**src/common/plcap_pkg.sv**
```systemverilog
// plcap_pkg: constants for the link capability register block
`default_nettype none
package plcap_pkg;
	// ------------------------------------------------------------
	// register map
	// ------------------------------------------------------------
	localparam logic [11:0] LINK_CAPABILITIES_OFS = 12'h0EC; // cfg offset
	localparam logic [7:0]  NVM_ASPM_WORD         = 8'h1A;   // aspm word
	localparam logic [7:0]  NVM_LAT_WORD          = 8'h18;   // latency word
	// ------------------------------------------------------------
	// field positions
	// ------------------------------------------------------------
	localparam int SPEED_LSB  = 0;
	localparam int WIDTH_LSB  = 4;
	localparam int ASPM_LSB   = 10;
	localparam int L0S_LSB    = 12;
	localparam int L1_LSB     = 15;
	localparam int SDERR_BIT  = 19;
	localparam int DLLA_BIT   = 20;
	localparam int PORT_LSB   = 24;
	// nvm word sub-fields
	localparam int NV_L0S_COMMON_LSB   = 0;
	localparam int NV_L0S_SEPARATE_LSB = 3;
	localparam int NV_L1_LSB           = 6;
	localparam int NV_ASPM_LSB         = 0;
	// ------------------------------------------------------------
	// fixed values and reset values
	// ------------------------------------------------------------
	localparam logic [3:0] SPEED_2G5     = 4'h1;  // 2.5 gb/s
	localparam logic [5:0] WIDTH_X1      = 6'h01; // single lane
	localparam logic [1:0] ASPM_RESET    = 2'h3;  // l0s and l1
	localparam logic [2:0] L0S_RESET     = 3'h1;  // 64-128 ns
	localparam logic [2:0] L1_RESET      = 3'h6;  // 32-64 us
	localparam logic [2:0] LAT_RESERVED  = 3'h7;  // l0s reserved code
	localparam logic [7:0] PORT_RESET    = 8'h00; // before training
	localparam logic       CAP_ABSENT    = 1'h0;  // optional caps
	// ------------------------------------------------------------
	// load sequencer timing
	// ------------------------------------------------------------
	localparam int LOAD_WAIT_CYCLES = 2; // nvm read answer latency
endpackage : plcap_pkg
`default_nettype wire

```
**src/verilog/plcap_nvm_loader.sv**
```systemverilog
// plcap_nvm_loader: fetches the two nvm words after reset
`timescale 1ns/1ps
`default_nettype none
module plcap_nvm_loader (
	input  wire logic       clk_sys,   // system clock
	input  wire logic       rst,       // sync reset, high
	output logic            nvm_rd,    // nvm read strobe
	output logic [7:0]      nvm_addr,  // nvm word address
	input  wire logic       nvm_ack,   // nvm data valid
	input  wire logic [15:0] nvm_data, // nvm word
	output logic            aspm_we,   // aspm word captured
	output logic            lat_we,    // latency word captured
	output logic [15:0]     word,      // captured word
	output logic            done       // both words loaded
);
	typedef enum logic [2:0] {
		PLCAP_RD_ASPM, PLCAP_WT_ASPM, PLCAP_RD_LAT, PLCAP_WT_LAT,
		PLCAP_DONE
	} plcap_ld_t;
	plcap_ld_t state;

	// ------------------------------------------------------------
	// fetch sequence
	// ------------------------------------------------------------
	always_ff @(posedge clk_sys) begin
		if (rst) begin
			state <= PLCAP_RD_ASPM;
		end else begin
			case (state)
				PLCAP_RD_ASPM: state <= PLCAP_WT_ASPM;
				PLCAP_WT_ASPM: if (nvm_ack) state <= PLCAP_RD_LAT;
				PLCAP_RD_LAT:  state <= PLCAP_WT_LAT;
				PLCAP_WT_LAT:  if (nvm_ack) state <= PLCAP_DONE;
				PLCAP_DONE:    state <= PLCAP_DONE;
				default:       state <= PLCAP_RD_ASPM;
			endcase
		end
	end

	// captured word register
	always_ff @(posedge clk_sys) begin
		if (rst) begin
			word <= 16'h0000;
		end else if (nvm_ack) begin
			word <= nvm_data;
		end
	end

	// strobes and address
	always_comb begin
		nvm_rd   = (state == PLCAP_RD_ASPM) || (state == PLCAP_RD_LAT);
		nvm_addr = (state == PLCAP_RD_ASPM || state == PLCAP_WT_ASPM) ?
			plcap_pkg::NVM_ASPM_WORD : plcap_pkg::NVM_LAT_WORD;
	end

	// write pulses one cycle after the ack, in the same cycle as the captured word
	always_ff @(posedge clk_sys) begin
		if (rst) begin
			aspm_we <= 1'b0;
			lat_we  <= 1'b0;
		end else begin
			aspm_we <= (state == PLCAP_WT_ASPM) && nvm_ack;
			lat_we  <= (state == PLCAP_WT_LAT) && nvm_ack;
		end
	end

	assign done = (state == PLCAP_DONE) && !lat_we;
endmodule : plcap_nvm_loader
`default_nettype wire

```
**src/verilog/plcap_sync3.sv**
```systemverilog
// plcap_sync3: three-stage synchroniser with agreement detect
`timescale 1ns/1ps
`default_nettype none
module plcap_sync3 (
	input  wire logic clk_sys, // system clock
	input  wire logic rst,     // sync reset, high
	input  wire logic din,     // asynchronous level
	output logic      dout     // filtered level
);
	logic s1;
	logic s2;
	logic s3;

	// stage chain; s1 feeds only s2
	always_ff @(posedge clk_sys) begin
		if (rst) begin
			s1 <= 1'b0;
			s2 <= 1'b0;
			s3 <= 1'b0;
		end else begin
			s1 <= din;
			s2 <= s1;
			s3 <= s2;
		end
	end

	// output follows once stages two and three agree
	always_ff @(posedge clk_sys) begin
		if (rst) begin
			dout <= 1'b0;
		end else if (s2 == s3) begin
			dout <= s3;
		end
	end
endmodule : plcap_sync3
`default_nettype wire

```
**src/verilog/plcap_link_capabilities.sv**
```systemverilog
// plcap_link_capabilities: read-only link capability config register
`timescale 1ns/1ps
`default_nettype none
// How it works
// speed field fixed at 2.5 Gb/s code
// width field fixed at x1 code
// aspm support two bits, reset both
// aspm support loaded from nvm word 0x1A
// l0s latency three bits, reset 001b
// l0s from 0x18, common or separate bits
// l1 latency from 0x18, reset 110b
// surprise down capable reads zero
// link active reporting capable reads zero
// port number captured in training
// register read-only, reserved bits zero
// host common clock bit picks l0s
// nvm fields valid before first read
module plcap_link_capabilities (
	input  wire logic        clk_sys,      // system clock
	input  wire logic        rst,          // sync reset, high
	input  wire logic        cfg_rd,       // config read request
	input  wire logic        cfg_wr,       // config write request
	input  wire logic [11:0] cfg_addr,     // config byte offset
	input  wire logic [31:0] cfg_wdata,    // config write data
	output logic             cfg_ack,      // read/write answered
	output logic [31:0]      cfg_rdata,    // read data
	input  wire logic        common_clk,   // link control common clock
	input  wire logic        link_training,// training in progress
	input  wire logic        port_valid,   // port number strobe
	input  wire logic [7:0]  port_num,     // trained port number
	output logic             nvm_rd,       // nvm read strobe
	output logic [7:0]       nvm_addr,     // nvm word address
	input  wire logic        nvm_ack,      // nvm data valid
	input  wire logic [15:0] nvm_data,     // nvm word
	output logic             cap_ready     // nvm fields loaded
);
	// ------------------------------------------------------------
	// held fields
	// ------------------------------------------------------------
	logic [1:0]  aspm;
	logic [2:0]  l0s_common;
	logic [2:0]  l0s_separate;
	logic [2:0]  l1_lat;
	logic [7:0]  port;
	logic        aspm_we;
	logic        lat_we;
	logic [15:0] ld_word;
	logic        ld_done;
	logic        train_s;
	logic        pend;
	logic        pend_wr;
	logic [11:0] pend_addr;
	logic [31:0] cap_word;

	plcap_nvm_loader u_loader (
		.clk_sys  (clk_sys),
		.rst      (rst),
		.nvm_rd   (nvm_rd),
		.nvm_addr (nvm_addr),
		.nvm_ack  (nvm_ack),
		.nvm_data (nvm_data),
		.aspm_we  (aspm_we),
		.lat_we   (lat_we),
		.word     (ld_word),
		.done     (ld_done)
	);

	// training indication arrives from the phy domain
	plcap_sync3 u_train_sync (
		.clk_sys (clk_sys),
		.rst     (rst),
		.din     (link_training),
		.dout    (train_s)
	);

	// aspm support from its nvm word
	always_ff @(posedge clk_sys) begin
		if (rst) begin
			aspm <= plcap_pkg::ASPM_RESET;
		end else if (aspm_we) begin
			aspm <= ld_word[plcap_pkg::NV_ASPM_LSB +: 2];
		end
	end

	// both l0s candidates and l1 from latency word
	always_ff @(posedge clk_sys) begin
		if (rst) begin
			l0s_common   <= plcap_pkg::L0S_RESET;
			l0s_separate <= plcap_pkg::L0S_RESET;
			l1_lat       <= plcap_pkg::L1_RESET;
		end else if (lat_we) begin
			l0s_common   <= ld_word[plcap_pkg::NV_L0S_COMMON_LSB +: 3];
			l0s_separate <= ld_word[plcap_pkg::NV_L0S_SEPARATE_LSB +: 3];
			l1_lat       <= ld_word[plcap_pkg::NV_L1_LSB +: 3];
		end
	end

	// port number captured while training
	always_ff @(posedge clk_sys) begin
		if (rst) begin
			port <= plcap_pkg::PORT_RESET;
		end else if (train_s && port_valid) begin
			port <= port_num;
		end
	end

	// ------------------------------------------------------------
	// register image
	// ------------------------------------------------------------
	always_comb begin
		cap_word = 32'h0000_0000; // reserved bits zero
		cap_word[plcap_pkg::SPEED_LSB +: 4] = plcap_pkg::SPEED_2G5;
		cap_word[plcap_pkg::WIDTH_LSB +: 6] = plcap_pkg::WIDTH_X1;
		cap_word[plcap_pkg::ASPM_LSB +: 2]  = aspm;
		// host clock mode picks the l0s value
		cap_word[plcap_pkg::L0S_LSB +: 3] = common_clk ?
			l0s_common : l0s_separate;
		cap_word[plcap_pkg::L1_LSB +: 3] = l1_lat;
		cap_word[plcap_pkg::SDERR_BIT] = plcap_pkg::CAP_ABSENT;
		cap_word[plcap_pkg::DLLA_BIT]  = plcap_pkg::CAP_ABSENT;
		cap_word[plcap_pkg::PORT_LSB +: 8] = port;
	end

	assign cap_ready = ld_done;

	// ------------------------------------------------------------
	// config access: held until loading ends
	// ------------------------------------------------------------
	always_ff @(posedge clk_sys) begin
		if (rst) begin
			pend      <= 1'b0;
			pend_wr   <= 1'b0;
			pend_addr <= 12'h000;
		end else if (!pend && (cfg_rd || cfg_wr) && !ld_done) begin
			pend      <= 1'b1;
			pend_wr   <= cfg_wr;
			pend_addr <= cfg_addr; // offset kept for the late answer
		end else if (pend && ld_done) begin
			pend <= 1'b0;
		end
	end

	// answers; writes change nothing
	always_ff @(posedge clk_sys) begin
		if (rst) begin
			cfg_ack   <= 1'b0;
			cfg_rdata <= 32'h0000_0000;
		end else begin
			cfg_ack   <= 1'b0;
			cfg_rdata <= 32'h0000_0000;
			if (ld_done && (pend || cfg_rd || cfg_wr)) begin
				cfg_ack <= 1'b1;
				if ((pend ? !pend_wr : cfg_rd) &&
					(pend ? pend_addr : cfg_addr) ==
					plcap_pkg::LINK_CAPABILITIES_OFS) begin
					cfg_rdata <= cap_word;
				end
			end
		end
	end
endmodule : plcap_link_capabilities
`default_nettype wire

```
**config.mk**
```make
export PLATFORM = sky130hd
export DESIGN_NAME = plcap_link_capabilities
export DESIGN_NICKNAME = d
export VERILOG_FILES = /design/src/common/plcap_pkg.sv /design/src/verilog/plcap_nvm_loader.sv /design/src/verilog/plcap_sync3.sv /design/src/verilog/plcap_link_capabilities.sv
export SDC_FILE = /design/constraint.sdc
export NUM_CORES = 1
export LEC_CHECK = 0
export BUFFER_PORTS_ARGS = -buffer_cell sky130_fd_sc_hd__buf_4
export CAP_MARGIN = 10
export CORE_MARGIN = 2
export CORE_UTILIZATION = 42
export CTS_CLUSTER_SIZE = 30
export DETAILED_ROUTE_END_ITERATION = 12
export MAX_ROUTING_LAYER = met4
export PLACE_DENSITY = 0.71
export SYNTH_ARGS = -nofsm -noshare
export SYNTH_HDL_FRONTEND = slang
export SYNTH_SLANG_ARGS = --single-unit
```
**constraint.sdc**
```tcl
create_clock -name clk_sys -period 2.4 [get_ports clk_sys]
set_clock_uncertainty 0.2 [all_clocks]
set_input_delay 0.36 -clock clk_sys [delete_from_list [all_inputs] [get_ports clk_sys]]
set_output_delay 0.36 -clock clk_sys [all_outputs]
set_load 0.01 [all_outputs]
```
## Word-level counts from Yosys, hierarchy flattened

Cells that the tools add are included.

| word-level totals | value |
|---|---|
| register bits | 84 |
| word-level logic and storage cells | 63 |
| output and inout port bits | 43 |

| cells by class | value |
|---|---|
| reductions and logical operators | 23 |
| eq/ne operators | 8 |
| mux-type cells | 11 |
| bitwise operators | 2 |

Operator list:

| cell | number |
|---|---|
| 3-bit case mux with 5 select lines | 1 |
| 12-bit by 8-bit == test with 1-bit output, second input constant | 1 |
| 12-bit two-way mux | 1 |
| 1-bit logical AND | 9 |
| 3-bit two-way mux | 3 |
| 3-bit by 2-bit == test with 1-bit output, second input constant | 2 |
| 1-bit logical OR | 5 |
| 5-bit two-way mux | 1 |
| 1-bit zero test | 4 |
| 1-bit two-way mux | 4 |
| 2-bit inequality test, second input constant | 2 |
| 3-bit by 1-bit == test with 1-bit output, second input constant | 1 |
| 3-bit == test, second input constant | 1 |
| 3-bit zero test | 1 |
| 3-bit OR reduction | 1 |
| 2-bit two-way mux | 1 |
| 1-bit inverter | 2 |
| 2-bit AND reduction | 1 |
| 2-bit nonzero test | 1 |
| 2-bit OR reduction | 1 |
| 1-bit == test | 1 |

## Depth between registers and ports, before layout

Gate-level depths: netlist of the first run.

| logic depth | value |
|---|---|
| word-level depth | 5 |
| gate-level depth with buffers | 6 |

## Cells and area by module

From an unflattened synthesis of the first run, not the netlist that was laid out.

| second synthesis, totals | value |
|---|---|
| cells, all modules | 311 |
| area total of the unflattened synthesis | 3027.9 µm² |

By module, submodules not included:

| module | cells each | area an instance (µm²) | times used |
|---|---|---|---|
| plcap_link_capabilities | 221 | 2098.3 | 1 |
| plcap_nvm_loader | 80 | 817.0 | 1 |
| plcap_sync3 | 10 | 112.6 | 1 |

## Least setup slack after synthesis of the first run

Ideal clock, no wire load.

| timing | value |
|---|---|
| path type | register to register |
| from | reg pend |
| to | reg cfg_rdata[10] |
| library setup time | 0.139 ns |
| period minus slack after synthesis | 1.737 ns |
| slack | 0.663 ns |
| buffers on the path | 3 |
| stages on the path, launching flop included | 7 |
| arrival | 1.398 ns |
| cells stage by stage | dfxtp_1 buf_6 nand4b_1 o22a_1 clkbuf_1 buf_1 nor4_2 |

| between the ends | value |
|---|---|
| longest elaborated chain between the ends | 5 |
| elaborated cells on any way between the ends | 10 |
| those cells by class | 1 x eq/ne; 2 x mux; 2 x bitwise; 5 x reduce/logical |

RTL lines:

| what | line | RTL |
|---|---|---|
| start: declaration | plcap_link_capabilities.sv:50 | `logic pend;` |
| start signal: assignment | plcap_link_capabilities.sv:131 | `pend <= 1'b0;` |
| start signal: assignment | plcap_link_capabilities.sv:135 | `pend <= 1'b1;` |
| start signal: assignment | plcap_link_capabilities.sv:139 | `pend <= 1'b0;` |
| 12-bit two-way mux or 1-bit logical OR (tied branches) | plcap_link_capabilities.sv:154, plcap_link_capabilities.sv:151 |  |
| 12-bit by 8-bit == test with 1-bit output or 1-bit logical OR (tied branches) | plcap_link_capabilities.sv:154, plcap_link_capabilities.sv:151 |  |
| 1-bit logical AND (on tied branches) | plcap_link_capabilities.sv:153, plcap_link_capabilities.sv:151 |  |
| 1-bit inverter (no line) | - |  |
| 3-bit OR reduction (no line) (*) | - |  |
| end signal: assignment | plcap_link_capabilities.sv:156 | `cfg_rdata <= cap_word;` |
| end: declaration | plcap_link_capabilities.sv:26 | `output logic [31:0] cfg_rdata,` |

Mark *: on every way between the ends. The rest lies on a longest branch, timed or not.
A chain may end at the register's enable or synchronous reset.

## Final worst setup path of the first run

| timing | value |
|---|---|
| from | reg u_loader.state[2] |
| to | out cap_ready |

| between the ends | value |
|---|---|
| longest elaborated chain between the ends | 2 |

RTL lines:

| what | line | RTL |
|---|---|---|
| start: declaration | plcap_nvm_loader.sv:20 | `plcap_ld_t state;` |
| start signal: assignment | plcap_nvm_loader.sv:27 | `state <= PLCAP_RD_ASPM;` |
| start signal: assignment | plcap_nvm_loader.sv:30 | `PLCAP_RD_ASPM: state <= PLCAP_WT_ASPM;` |
| start signal: assignment | plcap_nvm_loader.sv:31 | `PLCAP_WT_ASPM: if (nvm_ack) state <= PLCAP_RD_LAT;` |
| 3-bit == test | plcap_nvm_loader.sv:67 | `assign done = (state == PLCAP_DONE) && !lat_we;` |
| 1-bit logical AND | plcap_nvm_loader.sv:67 |  |
| end: declaration | plcap_link_capabilities.sv:35 | `output logic cap_ready` |

Every way passes these cells.

==> impl_metrics.py, run 1 <==
metrics = {
    "clock_network": {
        "cts_setup_buffers": 0,
        "clock-sinks": 69,
        "cts-root-buf": "clkbuf_8",
        "cts.path.max_buffers": 2,
        "htreeDepth": 3,
        "cts.hold.buffers_added": 0,
        "clk_latency_ns": 0.33,
        "cts_tree": "yes",
        "ctsResizeCount": 0,
        "clk_pin_slew_worst_paths_ns": 0.06,
        "numCtsBuffers": 9,
    },
    "yosys": {
        "synth_xor_area_share_pct": 0.307,
        "synth_top_family_by_area": "simple AND/OR/NAND/NOR gates",
        "yosysTopAreaCell": "dfxtp_1",
        "avgSynthCellArea_sq_um": 9.74,
        "synthCells": 293,
        "synthAdderAreaFrac_pct": 0,
        "yosys_warnings": 0,
        "synth_cell_types": 37,
        "synth_compound_gate_area_share_pct": 4.38,
        "synthSimpleGateAreaFrac_pct": 24.2,
        "netlist_top_cells_area": "dfxtp_1, mux2i_1, buf_4, nand2_1, nor4_2",
        "ys_seq_elements": 69,
        "yosysTopAreaCellShare_pct": 48.4,
        "ys_seq_area_share_pct": 48.4,
        "muxShareOfSynthArea_pct": 12.4,
        "synth_area_sq_um": 2860,
    },
    "global_routing": {
        "antenna_found_initial": 0,
        "grt_use_total_pct": 16.3,
        "grt_pass1_wl_mm": 9.35,
        "grt_remaining_overflow": 0,
        "grt_pass1_vias": 2009,
        "grt_max_degree": 34,
    },
    "worst_setup_path": {
        "worst_path_most_repeated_cell": "buf_4",
        "cp_max_fo": 21,
        "startpoint_type": "register",
        "end_kind": "primary output",
        "crit_arrival_ns": 1.61,
        "slowest_stage": "dfxtp_1",
        "path_cells": "nor4b_4 > buf_4 > buf_4",
        "critPathKind": "reg2out",
        "max_stage_delay_ns": 0.48,
        "critPathRequiredTime_ns": 1.84,
    },
    "power": {
        "peakVddDrop_uv": 410,
        "power.density_nw_per_um2": 679,
        "p_leak_nw": 1.38,
    },
    "layout": {
        "nFillCells": 611,
        "drive_above_1_share_pct": 28.4,
        "syn2layout_area_growth_pct": 19.9,
        "seqCellArea_sq_um": 1380,
        "design_area_sq_um": 3420,
        "multiInputGateArea_sq_um": 1260,
        "fin_nets": 416,
        "diodes": 0,
    },
    "place": {
        "post-place-ws_ns": 0.230,
        "gp_congestion": 0.814,
        "hpwl_mm": 3.84,
        "dpl-instance-area_sq_um": 3220,
        "port_buffers": 58,
    },
    "timing": {
        "fin_ws_ns": 0.226,
        "max_freq_ghz": 0.460,
        "min_period_ns": 2.17,
        "finalCritPeriodShare_pct": 90.6,
        "hold_violations": 0,
        "finalSetupTns_ns": 0,
        "worstMarginPinSlew_ns": 0.986,
        "maxSlewHeadroom_pct": 34.2,
        "setup_viol": 0,
        "rsz0062_at_grt": "no",
        "final_max_slew_viol_count": 0,
    },
    "floorplanning": {
        "dieWidth_um": 86.5,
        "row_count": 30,
        "num_io_pins": 119,
        "initial_core_util_pct": 42.7,
        "die-area_sq_um": 7470,
        "core_sq_um": 6680,
        "dieHeight_um": 86.5,
    },
    "flow_run": {
        "maxCapViolations": 0,
    },
    "outcome": {
        "status": "complete, no violations",
    },
    "detailed_routing": {
        "vias_per_cell": 5.11,
        "drt-pass1-iter-count": 4,
        "routed_wl_mm": 5.56,
        "drtIter0Drc": 110,
        "ant_nets": 0,
        "num_vias": 2171,
        "wl_per_cell_um": 13.1,
        "drc_errors": 0,
    },
    "hold_path": {
        "hold_path.class": "in2reg",
    },
}
[registers in the layout, indices dropped and copies added, names as in the netlist, 2 cells and up]
register	cells
port	8
u_loader.state	3
aspm	2
l0s_separate	3
u_loader.word	9
cfg_rdata	17
l1_lat	3
l0s_common	3
pend_addr	12
[cells by family after synthesis]
logic type	after synthesis
AOI/OAI and AO/OA	18
other	2
muxes	35
buffers and inverters	49
and+or+nand+nor	119
xor gates and xnor gates	1
DFF	69
[through the flow]
stage          hold slack (ns)  instances  util, %  total power, mW
3_3_place_gp             0.217        408     48.2             1.43
6_report                0.0379        425     51.3             2.32
3_5_place_dp             0.227        408     48.2             1.44
4_1_cts                 0.0271        424     51.1             2.35
2_1_floorplan            0.214        312        -             1.39
5_1_grt                 0.0422        425     51.3             2.43
[report_power, final]
group	internal (mW)	total (mW)	leakage (nW)	switching, mW
clock network	0.501	0.905	0.103	0.404
registers	1.18	1.21	0.562	0.0276
logic	0.0948	0.209	0.713	0.114
[cell usage in the layout, fill, tap and decap left out, types with 3 or more instances in the layout]
cell	instances
mux2_2	3
mux2i_1	32
clkbuf_8	10
nand2_1	42
inv_1	3
a21oi_1	10
nor4_2	10
clkinv_2	4
dfxtp_1	69
nand3_1	8
conb_1	21
buf_4	62
nand4_1	17
nor4_1	7
nor2_1	19
nor2b_1	3
nor4b_1	3
[final cells by class]
cell class	count	area share, %
Tap cell	80	2.92
Multi-Input combinational cell	194	36.9
Timing Repair Buffer	63	13.9
Clock buffer	11	4.13
Sequential cell	69	40.3
Clock inverter	5	1.46
Inverter	3	0.329
[worst max-delay path, delay by kind of cell (launching register included)]
family / cells / cell delay, ns
DFF: 1 / 0.48
buffers and inverters: 2 / 0.46
and+or+nand+nor: 1 / 0.34
[routing by layer]
metal  part of all wire [%]  wire length, um  global-route usage (%)  vias up
li1                       -                -                       -     1074
met2                     47             2620                    24.8       66
met3                    5.6              311                    5.71        5
met4                    1.2               66                    4.40        0
met1                     46             2560                    20.8     1026
met5                      0                0                       -        -
[worst paths after layout]
check	cells past startpoint	to	start	slack, ns
setup / recovery	3	cap_ready	u_loader.state[2]	0.23
setup reg to reg	3	cfg_rdata[12]	pend	0.45
hold / removal	2	u_train_sync.s1	link_training	0.04
hold reg to reg	1	u_train_sync.s2	u_train_sync.s1	0.24
[cells in the mapped netlist, drive strengths merged]
master / n
dfxtp: 69
nand2: 42
mux2i: 32
buf: 31
nor2: 19
nand4: 17
nor4: 17
clkbuf: 15
a21oi: 10
nand3: 8
nor4b: 4
inv: 3
mux2: 3
nor2b: 3
a211oi: 2
a2bb2oi: 2
conb: 2
nand4b: 2
and3: 1
and4b: 1
nand4bb: 1
nor3: 1
o21ai: 1
o22a: 1
o311ai: 1
o41ai: 1
or3: 1
or3b: 1
or4b: 1
xor2: 1
Power figures use the tool's default switching activity.
==> run 2: changes to the inputs <==
--- a/config.mk
+++ b/config.mk
@@ -8,11 +8,11 @@
 export BUFFER_PORTS_ARGS = -buffer_cell sky130_fd_sc_hd__buf_4
 export CAP_MARGIN = 10
 export CORE_MARGIN = 2
-export CORE_UTILIZATION = 42
+export CORE_UTILIZATION = 47
 export CTS_CLUSTER_SIZE = 30
 export DETAILED_ROUTE_END_ITERATION = 12
 export MAX_ROUTING_LAYER = met4
-export PLACE_DENSITY = 0.71
+export PLACE_DENSITY = 0.79
 export SYNTH_ARGS = -nofsm -noshare
 export SYNTH_HDL_FRONTEND = slang
 export SYNTH_SLANG_ARGS = --single-unit
==> impl_metrics.py, run 2 (synthesized netlist as in run 1, its figures left out) <==
metrics = {
    "timing": {
        "hold_violations": 0,
        "final_max_slew_viol_count": 0,
        "finalSetupTns_ns": 0,
        "finalCritPeriodShare_pct": 91.5,
        "max_freq_ghz": 0.456,
        "maxSlewHeadroom_pct": 30.9,
        "rsz0062_at_grt": "no",
        "worstMarginPinSlew_ns": 1.04,
        "min_period_ns": 2.20,
        "setup_viol": 0,
    },
    "layout": {
        "fin_nets": 415,
        "syn2layout_area_growth_pct": 21.0,
        "utilization_pct": 58.7,
        "largest_reg_flops": 17,
        "drive_above_1_share_pct": 28.5,
        "diodes": 0,
        "top_register": "cfg_rdata",
        "largest_registers": "cfg_rdata x17, pend_addr x12, u_loader.word x9",
        "final_common_cell": "dfxtp_1",
        "layout_common_cells": "dfxtp_1, buf_4, nand2_1",
        "design_area_sq_um": 3460,
    },
    "floorplanning": {
        "row_count": 28,
        "die-area_sq_um": 6710,
        "num_io_pins": 119,
        "core_sq_um": 5890,
        "initial_core_util_pct": 48.5,
        "dieWidth_um": 81.9,
        "dieHeight_um": 81.9,
    },
    "global_routing": {
        "grt_use_total_pct": 17.8,
        "grt_pass1_wl_mm": 8.79,
        "grt_max_degree": 41,
        "grt_remaining_overflow": 0,
        "grt_pass1_vias": 1915,
        "antenna_found_initial": 0,
    },
    "clock_network": {
        "numCtsBuffers": 9,
        "htreeDepth": 3,
        "cts.path.max_buffers": 2,
        "cts_setup_buffers": 0,
        "ctsResizeCount": 0,
        "cts.hold.buffers_added": 0,
        "clock-sinks": 69,
        "cts_tree": "yes",
        "cts-root-buf": "clkbuf_8",
        "clk_pin_slew_worst_paths_ns": 0.07,
        "clk_latency_ns": 0.34,
    },
    "hold_path": {
        "hold_path.class": "in2reg",
    },
    "detailed_routing": {
        "drc_errors": 0,
        "ant_nets": 0,
        "vias_per_cell": 5.12,
        "routed_wl_mm": 5.57,
        "wl_per_cell_um": 13.3,
        "num_vias": 2144,
        "drtIter0Drc": 163,
        "drt-pass1-iter-count": 4,
    },
    "place": {
        "dpl-instance-area_sq_um": 3220,
        "port_buffers": 58,
        "gp_congestion": 0.737,
        "hpwl_mm": 3.81,
    },
    "worst_setup_path": {
        "end_kind": "primary output",
        "startpoint_type": "register",
        "cp_max_fo": 21,
        "crit_arrival_ns": 1.64,
        "critPathKind": "reg2out",
        "critPathRequiredTime_ns": 1.84,
    },
    "power": {
        "peakVddDrop_uv": 382,
        "p_leak_nw": 1.39,
        "power.density_nw_per_um2": 712,
    },
    "outcome": {
        "status": "complete, no violations",
    },
    "flow_run": {
        "maxCapViolations": 0,
    },
}
==> run 2: cell count changes in the layout (fill, tap and decap cells not counted), sizes merged <==
cell	delta
clkinvlp	+1
bufinv	+1
clkinv	-1
buf	-1
clkbuf	-1
==> run 2: area by class of cell <==
cell class	instances	area (sq um)
clock buffers	10	138
clock inverters	6	86.3
fillers	531	2430
inverters	3	11.3
multi-input cells	194	1260
flip-flops and latches	69	1380
well taps	75	93.8
repair buffers	62	482
==> run 2: through the flow <==
stage          hold WS (ns)  total power, mW  setup WS [ns]  std cells
6_report             0.0345             2.46          0.205        419
5_1_grt              0.0388             2.55          0.118        419
2_1_floorplan         0.214             1.39          0.663        312
3_3_place_gp          0.220             1.44          0.255        402
4_1_cts              0.0276             2.47          0.207        418
3_5_place_dp          0.236             1.44          0.221        402
==> run 2: final timing paths <==
kind,to,from,cells past startpoint,slack (ns)
worst max-delay path,cap_ready,u_loader.state[2],3,0.20
worst min-delay path,u_train_sync.s1,link_training,2,0.03
worst max register to register,cfg_rdata[15],pend,3,0.38
worst min register to register,u_train_sync.s2,u_train_sync.s1,1,0.25
==> run 2: worst max-delay path: stages (launching register included) <==
cell,delay [ns]
dfxtp_1,0.48
nor4b_4,0.35
buf_4,0.30
buf_4,0.16
==> run 2: layer usage <==
layer | GRT usage, % | wire (um) | up-vias
li1 | - | - | 1075
met3 | 3.63 | 274 | 8
met5 | - | 0 | -
met2 | 27.4 | 2620 | 52
met1 | 22.4 | 2590 | 1009
met4 | 8.50 | 89 | 0
==> run 2: power breakdown <==
| part | internal [mW] | switching (mW) |
|---|---|---|
| Sequential | 1.18 | 0.0277 |
| Combinational | 0.0959 | 0.116 |
| Clock | 0.611 | 0.428 |
| Total | 1.89 | 0.571 |
